### config.mk
export PLATFORM = sky130hd
export DESIGN_NAME = cca_top
export DESIGN_NICKNAME = d
export VERILOG_FILES = /design/src/rtl/cca_top.v
export VERILOG_INCLUDE_DIRS = /design/src /design/src/rtl
export SDC_FILE = /design/constraint.sdc
export NUM_CORES = 1
export LEC_CHECK = 0
export ABC_AREA = 1
export BUFFER_PORTS_ARGS = -buffer_cell sky130_fd_sc_hd__buf_2
export CAP_MARGIN = 20
export CORE_AREA = 4 4 86 108
export DETAILED_ROUTE_END_ITERATION = 12
export DIE_AREA = 0 0 90 112
export GPL_ROUTABILITY_DRIVEN = 0
export GPL_TIMING_DRIVEN = 0
export PLACE_DENSITY = 0.79
export REMOVE_ABC_BUFFERS = 1
export SYNTH_ARGS = -nofsm -noshare
export SYNTH_HDL_FRONTEND = slang
export SYNTH_SLANG_ARGS = --single-unit
### constraint.sdc
create_clock -name ref_clk -period 2.8 [get_ports ref_clk]
set_input_delay 0.42 -clock ref_clk [delete_from_list [all_inputs] [get_ports ref_clk]]
set_output_delay 0.42 -clock ref_clk [all_outputs]
set_load 0.03 [all_outputs]
### src/rtl/cca_regs.vh
// register map, field positions, reset values and timing for the channel assessment block
// assumes a 32-bit word-aligned ahb-lite register window
`ifndef CCA_REGS_VH
`define CCA_REGS_VH

// byte offsets
`define CCA_OFS_CONFIG 8'h00
`define CCA_OFS_STATUS 8'h04
`define CCA_OFS_THRES 8'h08
`define CCA_OFS_RXSYNC 8'h0C
`define CCA_OFS_IRQ_STS 8'h10
`define CCA_OFS_IRQ_MASK 8'h14

// channel_and_assess_config_reg fields
`define CCA_CFG_MODE_LSB 0
`define CCA_CFG_MODE_MSB 1
`define CCA_CFG_REQ_BIT 7

// transceiver_status_reg fields
`define CCA_STS_DONE_BIT 0
`define CCA_STS_IDLE_BIT 1
`define CCA_STS_RUN_BIT 2
`define CCA_STS_AUTOED_BIT 3

// assess_threshold_reg field
`define CCA_THR_LSB 0
`define CCA_THR_MSB 3

// rx_sync_config_reg field
`define CCA_RXS_PDT_DIS_BIT 7

// interrupt status and mask field
`define CCA_IRQ_DONE_BIT 0

// reset values
`define CCA_RST_MODE 2'h1
`define CCA_RST_THRES 4'h7
`define CCA_RST_PDT_DIS 1'h0
`define CCA_RST_MASK 1'h0

// timing
`define CCA_CLK_NS 25
`define CCA_T_MEAS_NS 128000
`define CCA_T_RESULT_NS 140000
`define CCA_T_AUTO_ED_NS 128000
`define CCA_MEAS_CYC ((`CCA_T_MEAS_NS + `CCA_CLK_NS - 1) / `CCA_CLK_NS)
`define CCA_RESULT_CYC ((`CCA_T_RESULT_NS + `CCA_CLK_NS - 1) / `CCA_CLK_NS)
`define CCA_AUTO_ED_CYC ((`CCA_T_AUTO_ED_NS + `CCA_CLK_NS - 1) / `CCA_CLK_NS)

`endif

### src/rtl/cca_top.v
// clear channel assessment control with ahb-lite register slave
// assumes baseband status inputs come from logic on ref_clk
//
// The register offsets and the AHB-Lite slave port were chosen for this implementation.
`timescale 1ns/10ps
`default_nettype none
`include "cca_regs.vh"

// Functional notes
// - mode 1: busy when energy over threshold
// - mode 2: busy only on carrier detect
// - mode 0 or-combines, mode 3 and-combines
// - request bit starts assessment in rx
// - idle rx: eight symbols, result 140us
// - completion raises shared done interrupt
// - threshold is base plus twice field
// - request write clears done and idle
// - done set; idle set if clear
// - carrier sense over base sensitivity level
// - request outside rx still completes, no measurement
// - busy rx: wait for auto energy end
// - busy rx mode 2: result immediately
// - one auto energy measurement per frame
// - preamble disable keeps idle rx, 8 symbols
// - base sensitivity level is minus 90 dBm
module cca_top #(
  parameter CNT_W = 16,
  parameter MEAS_CYC = `CCA_MEAS_CYC,
  parameter RESULT_CYC = `CCA_RESULT_CYC,
  parameter AUTO_ED_CYC = `CCA_AUTO_ED_CYC
) (
  // clock and reset
  input wire ref_clk,
  input wire rst_n,
  // ahb-lite slave
  input wire hsel,
  input wire [7:0] haddr,
  input wire [1:0] htrans,
  input wire hwrite,
  input wire [2:0] hsize,
  input wire [31:0] hwdata,
  input wire hready,
  output reg [31:0] hrdata,
  output reg hreadyout,
  output reg hresp,
  // baseband status
  input wire basic_mode,
  input wire rx_idle_state,
  input wire rx_busy_state,
  input wire shr_detect,
  input wire carrier_detect,
  input wire [7:0] energy_level,
  // receiver control and interrupt
  output reg preamble_detect_disable_bit,
  output reg assess_energy_done_irq
);

  localparam ST_IDLE = 4'h1;
  localparam ST_MEAS = 4'h2;
  localparam ST_WAIT_ED = 4'h4;
  localparam ST_FINISH = 4'h8;

  // bus address phase capture
  reg wr_pend_q;
  reg [7:0] wr_addr_q;
  reg rd_pend_q;
  reg [7:0] rd_addr_q;
  wire addr_ok;
  wire wr_take;
  wire rd_take;
  wire wr_data_now;

  // configuration state
  reg [1:0] mode_cfg_q;
  reg [3:0] thres_q;
  reg mask_q;
  reg irq_sts_q;

  // assessment state
  reg [3:0] state_q;
  reg [3:0] state_d;
  reg [1:0] mode_run_q;
  reg [CNT_W-1:0] cnt_q;
  reg busy_acc_q;
  reg done_q;
  reg idle_q;
  reg finish_busy_q;

  // automatic energy measurement
  reg ed_run_q;
  reg ed_used_q;
  reg [CNT_W-1:0] ed_cnt_q;
  reg ed_above_q;
  reg ed_result_q;
  wire ed_end;

  // channel evaluation
  wire energy_above;
  wire carrier_busy;
  wire req_write;
  wire in_rx;
  reg busy_now;
  reg finish_pulse;
  reg finish_val;
  reg [31:0] rd_mux;

  assign addr_ok = hsel && hready && htrans[1];
  assign wr_take = addr_ok && hwrite;
  assign rd_take = addr_ok && !hwrite;
  assign wr_data_now = wr_pend_q;

  // energy level counts 1 dB steps above base sensitivity level
  assign energy_above = energy_level > {3'h0, thres_q, 1'b0};
  assign carrier_busy = carrier_detect;

  assign req_write = wr_data_now && (wr_addr_q == `CCA_OFS_CONFIG) &&
    hwdata[`CCA_CFG_REQ_BIT];
  assign in_rx = basic_mode && (rx_idle_state || rx_busy_state);
  assign ed_end = ed_run_q && (ed_cnt_q == AUTO_ED_CYC - 1);

  // busy decision for the frozen mode
  always @* begin
    case (mode_run_q)
      2'h0: busy_now = carrier_busy || energy_above;
      2'h1: busy_now = energy_above;
      2'h2: busy_now = carrier_busy;
      2'h3: busy_now = carrier_busy && energy_above;
      default: busy_now = 1'b0;
    endcase
  end

  // next state
  always @* begin
    state_d = state_q;
    case (state_q)
      ST_IDLE: begin
        state_d = ST_IDLE;
      end
      ST_MEAS: begin
        if (cnt_q == RESULT_CYC - 1) begin
          state_d = ST_FINISH;
        end
      end
      ST_WAIT_ED: begin
        if (ed_end || !ed_run_q) begin
          state_d = ST_FINISH;
        end
      end
      ST_FINISH: begin
        state_d = ST_IDLE;
      end
      default: begin
        state_d = ST_IDLE;
      end
    endcase
    if (req_write) begin
      if (!in_rx) begin
        state_d = ST_FINISH;
      end else if (rx_busy_state && !preamble_detect_disable_bit) begin
        if (hwdata[`CCA_CFG_MODE_MSB:`CCA_CFG_MODE_LSB] == 2'h2) begin
          state_d = ST_FINISH;
        end else if (ed_run_q) begin
          state_d = ST_WAIT_ED;
        end else begin
          state_d = ST_FINISH;
        end
      end else begin
        state_d = ST_MEAS;
      end
    end
  end

  // finish strobe and result
  always @* begin
    finish_pulse = (state_q == ST_FINISH);
    finish_val = !finish_busy_q;
  end

  // assessment sequencer
  always @(posedge ref_clk or negedge rst_n) begin
    if (!rst_n) begin
      state_q <= ST_IDLE;
      mode_run_q <= `CCA_RST_MODE;
      cnt_q <= {CNT_W{1'b0}};
      busy_acc_q <= 1'b0;
      finish_busy_q <= 1'b0;
    end else begin
      state_q <= state_d;
      if (req_write) begin
        mode_run_q <= hwdata[`CCA_CFG_MODE_MSB:`CCA_CFG_MODE_LSB];
        cnt_q <= {CNT_W{1'b0}};
        busy_acc_q <= 1'b0;
        finish_busy_q <= 1'b1;
      end else begin
        case (state_q)
          ST_IDLE: begin
            cnt_q <= {CNT_W{1'b0}};
          end
          ST_MEAS: begin
            cnt_q <= cnt_q + {{(CNT_W-1){1'b0}}, 1'b1};
            if (cnt_q < MEAS_CYC) begin
              busy_acc_q <= busy_acc_q || busy_now;
            end
            finish_busy_q <= busy_acc_q;
          end
          ST_WAIT_ED: begin
            finish_busy_q <= 1'b1;
          end
          default: begin
            cnt_q <= cnt_q;
          end
        endcase
      end
      if (state_q == ST_MEAS && state_d == ST_FINISH && !req_write) begin
        finish_busy_q <= busy_acc_q || ((cnt_q < MEAS_CYC) && busy_now);
      end
      if (state_q == ST_WAIT_ED && !req_write) begin
        case (mode_run_q)
          2'h0: finish_busy_q <= carrier_busy || ed_above_q || energy_above;
          2'h3: finish_busy_q <= carrier_busy && (ed_above_q || energy_above);
          default: finish_busy_q <= ed_above_q || energy_above;
        endcase
      end
      if (req_write && state_d == ST_FINISH && in_rx) begin
        case (hwdata[`CCA_CFG_MODE_MSB:`CCA_CFG_MODE_LSB])
          2'h0: finish_busy_q <= carrier_busy || ed_result_q;
          2'h1: finish_busy_q <= ed_result_q;
          2'h2: finish_busy_q <= carrier_busy;
          default: finish_busy_q <= carrier_busy && ed_result_q;
        endcase
      end
    end
  end

  // automatic energy measurement after sync header
  always @(posedge ref_clk or negedge rst_n) begin
    if (!rst_n) begin
      ed_run_q <= 1'b0;
      ed_used_q <= 1'b0;
      ed_cnt_q <= {CNT_W{1'b0}};
      ed_above_q <= 1'b0;
      ed_result_q <= 1'b0;
    end else begin
      if (!rx_busy_state && !ed_run_q) begin
        ed_used_q <= 1'b0;
      end
      if (shr_detect && !ed_used_q && !ed_run_q && !preamble_detect_disable_bit) begin
        ed_run_q <= 1'b1;
        ed_used_q <= 1'b1;
        ed_cnt_q <= {CNT_W{1'b0}};
        ed_above_q <= energy_above;
      end else if (ed_run_q) begin
        ed_cnt_q <= ed_cnt_q + {{(CNT_W-1){1'b0}}, 1'b1};
        ed_above_q <= ed_above_q || energy_above;
        if (ed_end) begin
          ed_run_q <= 1'b0;
          ed_result_q <= ed_above_q || energy_above;
        end
      end
    end
  end

  // completion and channel flags
  always @(posedge ref_clk or negedge rst_n) begin
    if (!rst_n) begin
      done_q <= 1'b0;
      idle_q <= 1'b0;
    end else begin
      if (finish_pulse) begin
        done_q <= 1'b1;
        idle_q <= finish_val && in_rx;
      end else if (req_write) begin
        done_q <= 1'b0;
        idle_q <= 1'b0;
      end
    end
  end

  // bus write path
  always @(posedge ref_clk or negedge rst_n) begin
    if (!rst_n) begin
      wr_pend_q <= 1'b0;
      wr_addr_q <= 8'h00;
      mode_cfg_q <= `CCA_RST_MODE;
      thres_q <= `CCA_RST_THRES;
      preamble_detect_disable_bit <= `CCA_RST_PDT_DIS;
      mask_q <= `CCA_RST_MASK;
      irq_sts_q <= 1'b0;
      assess_energy_done_irq <= 1'b0;
    end else begin
      if (hready) begin
        wr_pend_q <= wr_take;
        wr_addr_q <= haddr;
      end
      if (wr_data_now) begin
        case (wr_addr_q)
          `CCA_OFS_CONFIG: begin
            mode_cfg_q <= hwdata[`CCA_CFG_MODE_MSB:`CCA_CFG_MODE_LSB];
          end
          `CCA_OFS_THRES: begin
            thres_q <= hwdata[`CCA_THR_MSB:`CCA_THR_LSB];
          end
          `CCA_OFS_RXSYNC: begin
            preamble_detect_disable_bit <= hwdata[`CCA_RXS_PDT_DIS_BIT];
          end
          `CCA_OFS_IRQ_MASK: begin
            mask_q <= hwdata[`CCA_IRQ_DONE_BIT];
          end
          default: begin
            mask_q <= mask_q;
          end
        endcase
      end
      // set wins over write-one-to-clear
      if (finish_pulse) begin
        irq_sts_q <= 1'b1;
      end else if (wr_data_now && (wr_addr_q == `CCA_OFS_IRQ_STS) &&
        hwdata[`CCA_IRQ_DONE_BIT]) begin
        irq_sts_q <= 1'b0;
      end
      assess_energy_done_irq <= (irq_sts_q || finish_pulse) && mask_q;
    end
  end

  // read mux
  always @* begin
    rd_mux = 32'h00000000;
    case (rd_addr_q)
      `CCA_OFS_CONFIG: begin
        rd_mux[`CCA_CFG_MODE_MSB:`CCA_CFG_MODE_LSB] = mode_cfg_q;
      end
      `CCA_OFS_STATUS: begin
        rd_mux[`CCA_STS_DONE_BIT] = done_q;
        rd_mux[`CCA_STS_IDLE_BIT] = idle_q;
        rd_mux[`CCA_STS_RUN_BIT] = !state_q[0];
        rd_mux[`CCA_STS_AUTOED_BIT] = ed_run_q;
      end
      `CCA_OFS_THRES: begin
        rd_mux[`CCA_THR_MSB:`CCA_THR_LSB] = thres_q;
      end
      `CCA_OFS_RXSYNC: begin
        rd_mux[`CCA_RXS_PDT_DIS_BIT] = preamble_detect_disable_bit;
      end
      `CCA_OFS_IRQ_STS: begin
        rd_mux[`CCA_IRQ_DONE_BIT] = irq_sts_q;
      end
      `CCA_OFS_IRQ_MASK: begin
        rd_mux[`CCA_IRQ_DONE_BIT] = mask_q;
      end
      default: begin
        rd_mux = 32'h00000000;
      end
    endcase
  end

  // bus read path and response
  always @(posedge ref_clk or negedge rst_n) begin
    if (!rst_n) begin
      hrdata <= 32'h00000000;
      hreadyout <= 1'b1;
      hresp <= 1'b0;
      rd_pend_q <= 1'b0;
      rd_addr_q <= 8'h00;
    end else begin
      // one wait state so a read sees a write just before it
      hreadyout <= !rd_take;
      hresp <= 1'b0;
      rd_pend_q <= rd_take;
      if (rd_take) begin
        rd_addr_q <= haddr;
      end
      if (rd_pend_q) begin
        hrdata <= rd_mux;
      end
    end
  end

endmodule // cca_top
`default_nettype wire

Word level (Yosys, flattened, before mapping)
Index checks and enable logic that the tools add are counted.

operators by class
  $lt $le $gt $ge = 2
  bitwise gates (word level) = 1
  $add $sub $neg = 2
  mux-type cells = 39
  reduce and logical (&&, ||, !) cells = 63
  equality and inequality tests = 21

operators with widths
  cell                                                                             number
  16-bit 2-to-1 mux                                                                3
  16-bit by 1-bit adder with 16-bit output (second input constant)                 2
  16-bit by 13-bit == test with 1-bit output (second input constant)               2
  8-bit by 4-bit == test with 1-bit output (second input constant)                 4
  8-bit by 5-bit == test with 1-bit output (second input constant)                 4
  16-bit one-hot mux with 2 select lines                                           1
  4-bit 2-to-1 mux                                                                 7
  1-bit logical AND                                                                26
  1-bit 2-to-1 mux                                                                 20
  8-bit zero test                                                                  2
  16-bit by 13-bit less-than comparator with 1-bit output (second input constant)  1
  2-bit nonzero test                                                               6
  1-bit logical OR                                                                 10
  2-bit AND reduction                                                              5
  1-bit zero test                                                                  9
  4-bit == test (second input constant)                                            2
  8-bit by 3-bit == test with 1-bit output (second input constant)                 1
  8-bit by 5-bit greater-than comparator with 1-bit output                         1
  4-bit one-hot mux with 2 select lines                                            1
  2-bit == test (second input constant)                                            3
  1-bit one-hot mux with 3 select lines                                            2
  6-bit nonzero test                                                               1
  1-bit one-hot mux with 5 select lines                                            1
  2-bit by 1-bit == test with 1-bit output (second input constant)                 2
  other kinds (10)                                                                 12

storage, ports and cells
  register bits = 80
  logic and storage cells = 152

Depth between registers and ports, before layout
  depth after elaboration = 12
  depth in mapped cells = 13
  mapped depth without buffers = 13

Worst setup path before layout
Ideal clock, no wire load.

  path type = register to register
  from = reg thres_q[2]
  to = reg finish_busy_q
  clock period less this slack = 1595 ps
  stages on the path, launching flop included = 13
  setup slack = 1205 ps
  data arrival time = 1473 ps
  path buffers = 0
  data required time = 2678 ps
  cell sequence = dfstp_2 > inv_1 > ha_1 > a21oi_1 > nand2_1 > nand2_1 > nand2_1 > nand2_1 > nand3_1 > nand2_1 > nand2_1 > nand3_1 > nor2_1

on the way
  longest elaborated chain between the ends = 8
  elaborated cells between the ends (all ways) = 13

RTL lines
  item                                                        RTL line                      source
  start: declaration                                          cca_top.v:75                  reg [3:0] thres_q;
  start signal: assignment                                    cca_top.v:285                 thres_q <= `CCA_RST_THRES;
  start signal: assignment                                    cca_top.v:301                 thres_q <= hwdata[`CCA_THR_MSB:`CCA_THR_LSB];
  8-bit by 5-bit greater-than comparator with 1-bit output *  cca_top.v:113                 assign energy_above = energy_level > {3'h0, thres_q, 1'b0};
  1-bit logical AND or 1-bit logical OR (tied branches)       cca_top.v:127, cca_top.v:124
  1-bit one-hot mux with 4 select lines                       cca_top.v:123                 case (mode_run_q)
  1-bit logical AND                                           cca_top.v:215                 finish_busy_q <= busy_acc_q || ((cnt_q < MEAS_CYC) && busy_now);
  1-bit logical OR                                            cca_top.v:215
  1-bit 2-to-1 mux                                            cca_top.v:214                 if (state_q == ST_MEAS && state_d == ST_FINISH && !req_write) begin
  1-bit 2-to-1 mux *                                          cca_top.v:217                 if (state_q == ST_WAIT_ED && !req_write) begin
  1-bit 2-to-1 mux *                                          cca_top.v:224                 if (req_write && state_d == ST_FINISH && in_rx) begin
  end signal: assignment                                      cca_top.v:215
  end signal: assignment                                      cca_top.v:219                 2'h0: finish_busy_q <= carrier_busy || ed_above_q || energy_above;
  end signal: assignment                                      cca_top.v:226                 2'h0: finish_busy_q <= carrier_busy || ed_result_q;
  end: declaration                                            cca_top.v:87                  reg finish_busy_q;

Mark *: on every way between the ends. The rest lies on a longest branch, timed or not.
A chain may end at the register's enable or synchronous reset.

Worst setup path after layout
  from = reg ed_run_q
  to = reg ed_cnt_q[0]

on the way
  longest elaborated chain between the ends = 4
  elaborated cells between the ends (all ways) = 5

RTL lines
  item                                                     RTL line       source
  start: declaration                                       cca_top.v:90   reg ed_run_q;
  start signal: assignment                                 cca_top.v:238  ed_run_q <= 1'b0;
  start signal: assignment                                 cca_top.v:248  ed_run_q <= 1'b1;
  start signal: assignment                                 cca_top.v:256  ed_run_q <= 1'b0;
  1-bit zero test                                          cca_top.v:247  if (shr_detect && !ed_used_q && !ed_run_q && !preamble_detect_disable_bit) begin
  1-bit logical AND (2 in series)                          cca_top.v:247
  16-bit 2-to-1 mux or 2-bit nonzero test (tied branches)  -
  end signal: assignment                                   cca_top.v:240  ed_cnt_q <= {CNT_W{1'b0}};
  end signal: assignment                                   cca_top.v:250  ed_cnt_q <= {CNT_W{1'b0}};
  end signal: assignment                                   cca_top.v:253  ed_cnt_q <= ed_cnt_q + {{(CNT_W-1){1'b0}}, 1'b1};
  end: declaration                                         cca_top.v:92   reg [CNT_W-1:0] ed_cnt_q;

Several ways; a longest one is shown, not always the timed one.

==> summary.md <==
| Metric | Value |
|---|---|
| Syn. warnings | `0` |
| Syn avg cell area | `approximately 8 um2` |
| Chip width | `roughly 90 um` |
| Peak supply drop | `0.000216 V` |
| Share of the synthesized area in the top cell type | `around 41%` |
| Area Growth Syn to Fin | `8.65%` |
| CTS tree | `yes` |
| Post-DP HPWL | `6910 um` |
| Sequential share of the synthesized area | `between 40 and 50%` |
| Clock transition at path regs | `approximately 80 ps` |
| Final instance area | `4840 um2` |
| Leak Pwr | `2.45 nW` |
| Die H | `about 110 um` |
| Slew @ Worst Pin | `607 ps` |
| Post-Syn Area | `around 4500 um2` |
| Min-delay worst type | `in2reg` |
| Synth area leaders | `dfrtp_1, nand2_1, inv_1` |
| Net count, final | `just under 700` |
| RR Startpoint | `ed_run_q$_DFF_PN0_` |
| Crit end category | `register` |
| Crit path DAT | `between 2000 and 2500 ps` |
| Gr ovfl total | `0` |
| Pre-CTS WS | `~770 ps` |
| RR Endpoint | `ed_cnt_q[0]$_DFFE_PN0P_` |
| Slew Limit Fails | `0` |
| Cts bufs inserted | `9` |
| CP Class | `reg2reg` |
| Site Rows | `37` |
| CP delay by family, top | `simple AND/OR/NAND/NOR gates` |
| Port bufs | `39` |
| FMAX | `approximately 500 MHz` |
| Crit path max fanout | `11` |
| Antenna viol nets, final | `0` |
| Clk buf depth | `2` |
| RSZ-0062 raised after global routing | `false` |
| ANT cells | `0` |
| Met1 GRT Util | `between 20 and 25%` |
| GR Util met2 | `around 35%` |
| GR Util met3 | `3.38%` |
| PD cells | `roughly 470 nW/um2` |
| Worst Hold Path Cells | `3` |
| Clock Latency Late Sink | `~370 ps` |
| # DRC | `0` |
| Slew headroom | `around three fifths` |
| Buffer count from post-CTS setup fixing | `0` |
| H-tree levels | `3` |
| Commonest non-fill, non-tap cell in the layout | `nand2_1` |
| Crit-path cells | `inv_2 -> nand4_1 -> inv_1 -> nor2_1 -> nand2_1 -> o21ai_0` |
| Final Critical Period | `2000 ps` |
| Setup violators final | `0` |
| Clk root buf | `clkbuf_8` |
| Num Clock Sinks | `80` |
| Starting Density | `between 50% and 60%` |
| Placed instance area | `4660 um2` |
| Initial antenna violation count | `0` |
| Hold Path End | `rd_addr_q[0]$_DFFE_PN0P_` |
| Outcome | `finished, final reports clean` |
| Fraction of layout cells with a size suffix above 1 | `14.2%` |
| Core Area | `8190 um2` |
| Syn Inst Count | `about 570` |
| Largest net degree at the start of global routing | `64` |
| Synth cell types | `39` |
| R2R depth | `6` |
| Die area | `between 10000 and 15000 um2` |
| Yosys reg bits | `80` |
| Slowest-stage cell, CP | `dfrtp_1` |
| Vias in the first global route | `between 3000 and 4000` |
| Starting DRT DRC Count | `between 200 and 250` |
| Crit path required time | `between 3000 and 4000 ps` |
| First-pass GRT wire length | `roughly 16000 um` |
| Non-filler cells, final | `just over 700` |
| Setup Skew | `around 9.1 ps` |
| WL per Instance | `12.6 um` |
| Buf/Inv on CP | `2` |
| R2R Setup Slk | `between 800 and 900 ps` |
| Ports | `a little under 100` |
| CP max stage delay | `around 480 ps` |
| TritonRoute pass-1 iters | `4` |
| Busiest grt layer | `met2` |
| Commonest cells after routing, fill and taps aside | `nand2_1, inv_1, dfrtp_1` |
| Fin crit share | `between 70% and 80%` |
| Max-cap violations | `0` |
| Crit path launch | `ed_run_q$_DFF_PN0_` |
| Placed Instances | `approximately 700` |
| Setup WS post-layout | `between 800 and 900 ps` |
| Largest area contributor in the netlist | `dfrtp_1` |
| Total Routing Usage GR | `19.6%` |
| Hold wc startpoint | `haddr[0]` |
| Critical Path Start Type | `register` |
| Final Hold Fails | `0` |
| Total Wirelength | `approximately 9000 um` |
| Setup TNS Final | `0 ps` |
| Routed vias/inst | `5.14` |
| DR vias | `between 3000 and 4000` |
==> Yosys cell counts <==
master    instances
dfrtp_1          73
or2_2             2
nor3_4            1
dfstp_2           7
nand2_1         126
buf_6             1
xor2_1            4
nand3_4           1
o211ai_1          1
o22ai_1          11
clkbuf_1          3
nor4_1            3
a22o_1            1
ha_1             10
nor2_2            3
nand3_1          27
nand4_2           1
o31ai_1           2
conb_1            1
inv_2             2
nand2_4           2
a22oi_1           1
nor3_1           12
inv_1            91
a21oi_1          14
mux2_2            1
nor2_1           52
buf_4            29
o21ai_0          47
nand3b_1          2
inv_4             1
nor3_2            2
clkinv_1          1
nand4_1          14
buf_2             1
nor2_4            6
o21ai_1           7
a31oi_1           2
nand3_2           3
==> flip-flops by register name, summed over array words and instances (netlist names), 2 cells and up <==
| signal | flops |
|---|---|
| rd_addr_q | 8 |
| hrdata | 5 |
| cnt_q | 16 |
| ed_cnt_q | 16 |
| state_q | 4 |
| mode_cfg_q | 2 |
| mode_run_q | 2 |
| thres_q | 4 |
| wr_addr_q | 8 |
==> cell type report <==
| cell class | count | area, um2 |
|---|---|---|
| tap | 97 | 121 |
| fill | 756 | 3360 |
| inverter | 95 | 359 |
| sequential | 80 | 2010 |
| timing repair buffer | 41 | 235 |
| multi-input combinational | 386 | 1940 |
| clock inverter | 7 | 48.8 |
| clock buffer | 9 | 124 |
==> how the worst max path moves through the flow <==
stage          slack, ps  cells after the start                        end
3_3_place_gp         750                      1   ed_cnt_q[11]$_DFFE_PN0P_
3_5_place_dp         770                      6   rd_addr_q[7]$_DFFE_PN0P_
6_report             800                      6    ed_cnt_q[0]$_DFFE_PN0P_
2_1_floorplan       1210                     12  finish_busy_q$_DFFE_PN0P_
4_1_cts              820                      6    ed_cnt_q[0]$_DFFE_PN0P_
5_1_grt              640                      6    ed_cnt_q[0]$_DFFE_PN0P_
==> worst reg2reg max path: stages (launching register included) <==
cell     delay, ps
dfrtp_1        480
inv_2          220
nand4_1        460
inv_1          400
nor2_1         180
nand2_1         90
o21ai_0         70
==> power by group <==
part           switching, W  leakage, nW  internal, W
clock network      0.000440       0.0772     0.000319
logic              0.000197         1.37    0.0000763
registers         0.0000334        0.997      0.00121
total              0.000671         2.45      0.00161
==> per-stage QoR <==
stage	hold WS, ps	total power [W]	util (%)
6_report	268	0.00228	59.0
5_1_grt	288	0.00239	59.0
4_1_cts	255	0.00230	59.0
3_5_place_dp	313	0.00154	56.8
3_3_place_gp	453	0.00152	56.5
2_1_floorplan	124	0.00144	-
==> per-layer routing <==
layer | vias to the layer above | wire (um)
met5 | - | 0
met4 | 0 | 266
met3 | 19 | 415
met2 | 84 | 4510
met1 | 1720 | 3850
li1 | 1852 | -
==> what timing repair did <==
item / CTS / global route
endpoints found under the hold margin: 17 / 0
resized for setup: 0 / 0
hold buffers: 1 / 0
==> cells by family (layout without fill, tap and decap cells) <==
logic type | Yosys count | in the layout | share of synthesized area [%]
simple gates | 257 | 257 | 27.0
compound gates | 86 | 86 | 10.3
fa+ha+maj | 10 | 10 | 2.81
flops | 80 | 80 | 45.2
xor+xnor | 4 | 4 | 0.787
other cells | 1 | 28 | 0.0842
mux | 1 | 1 | 0.253
buf+inv | 129 | 152 | 13.6
Power figures use the tool's default switching activity.
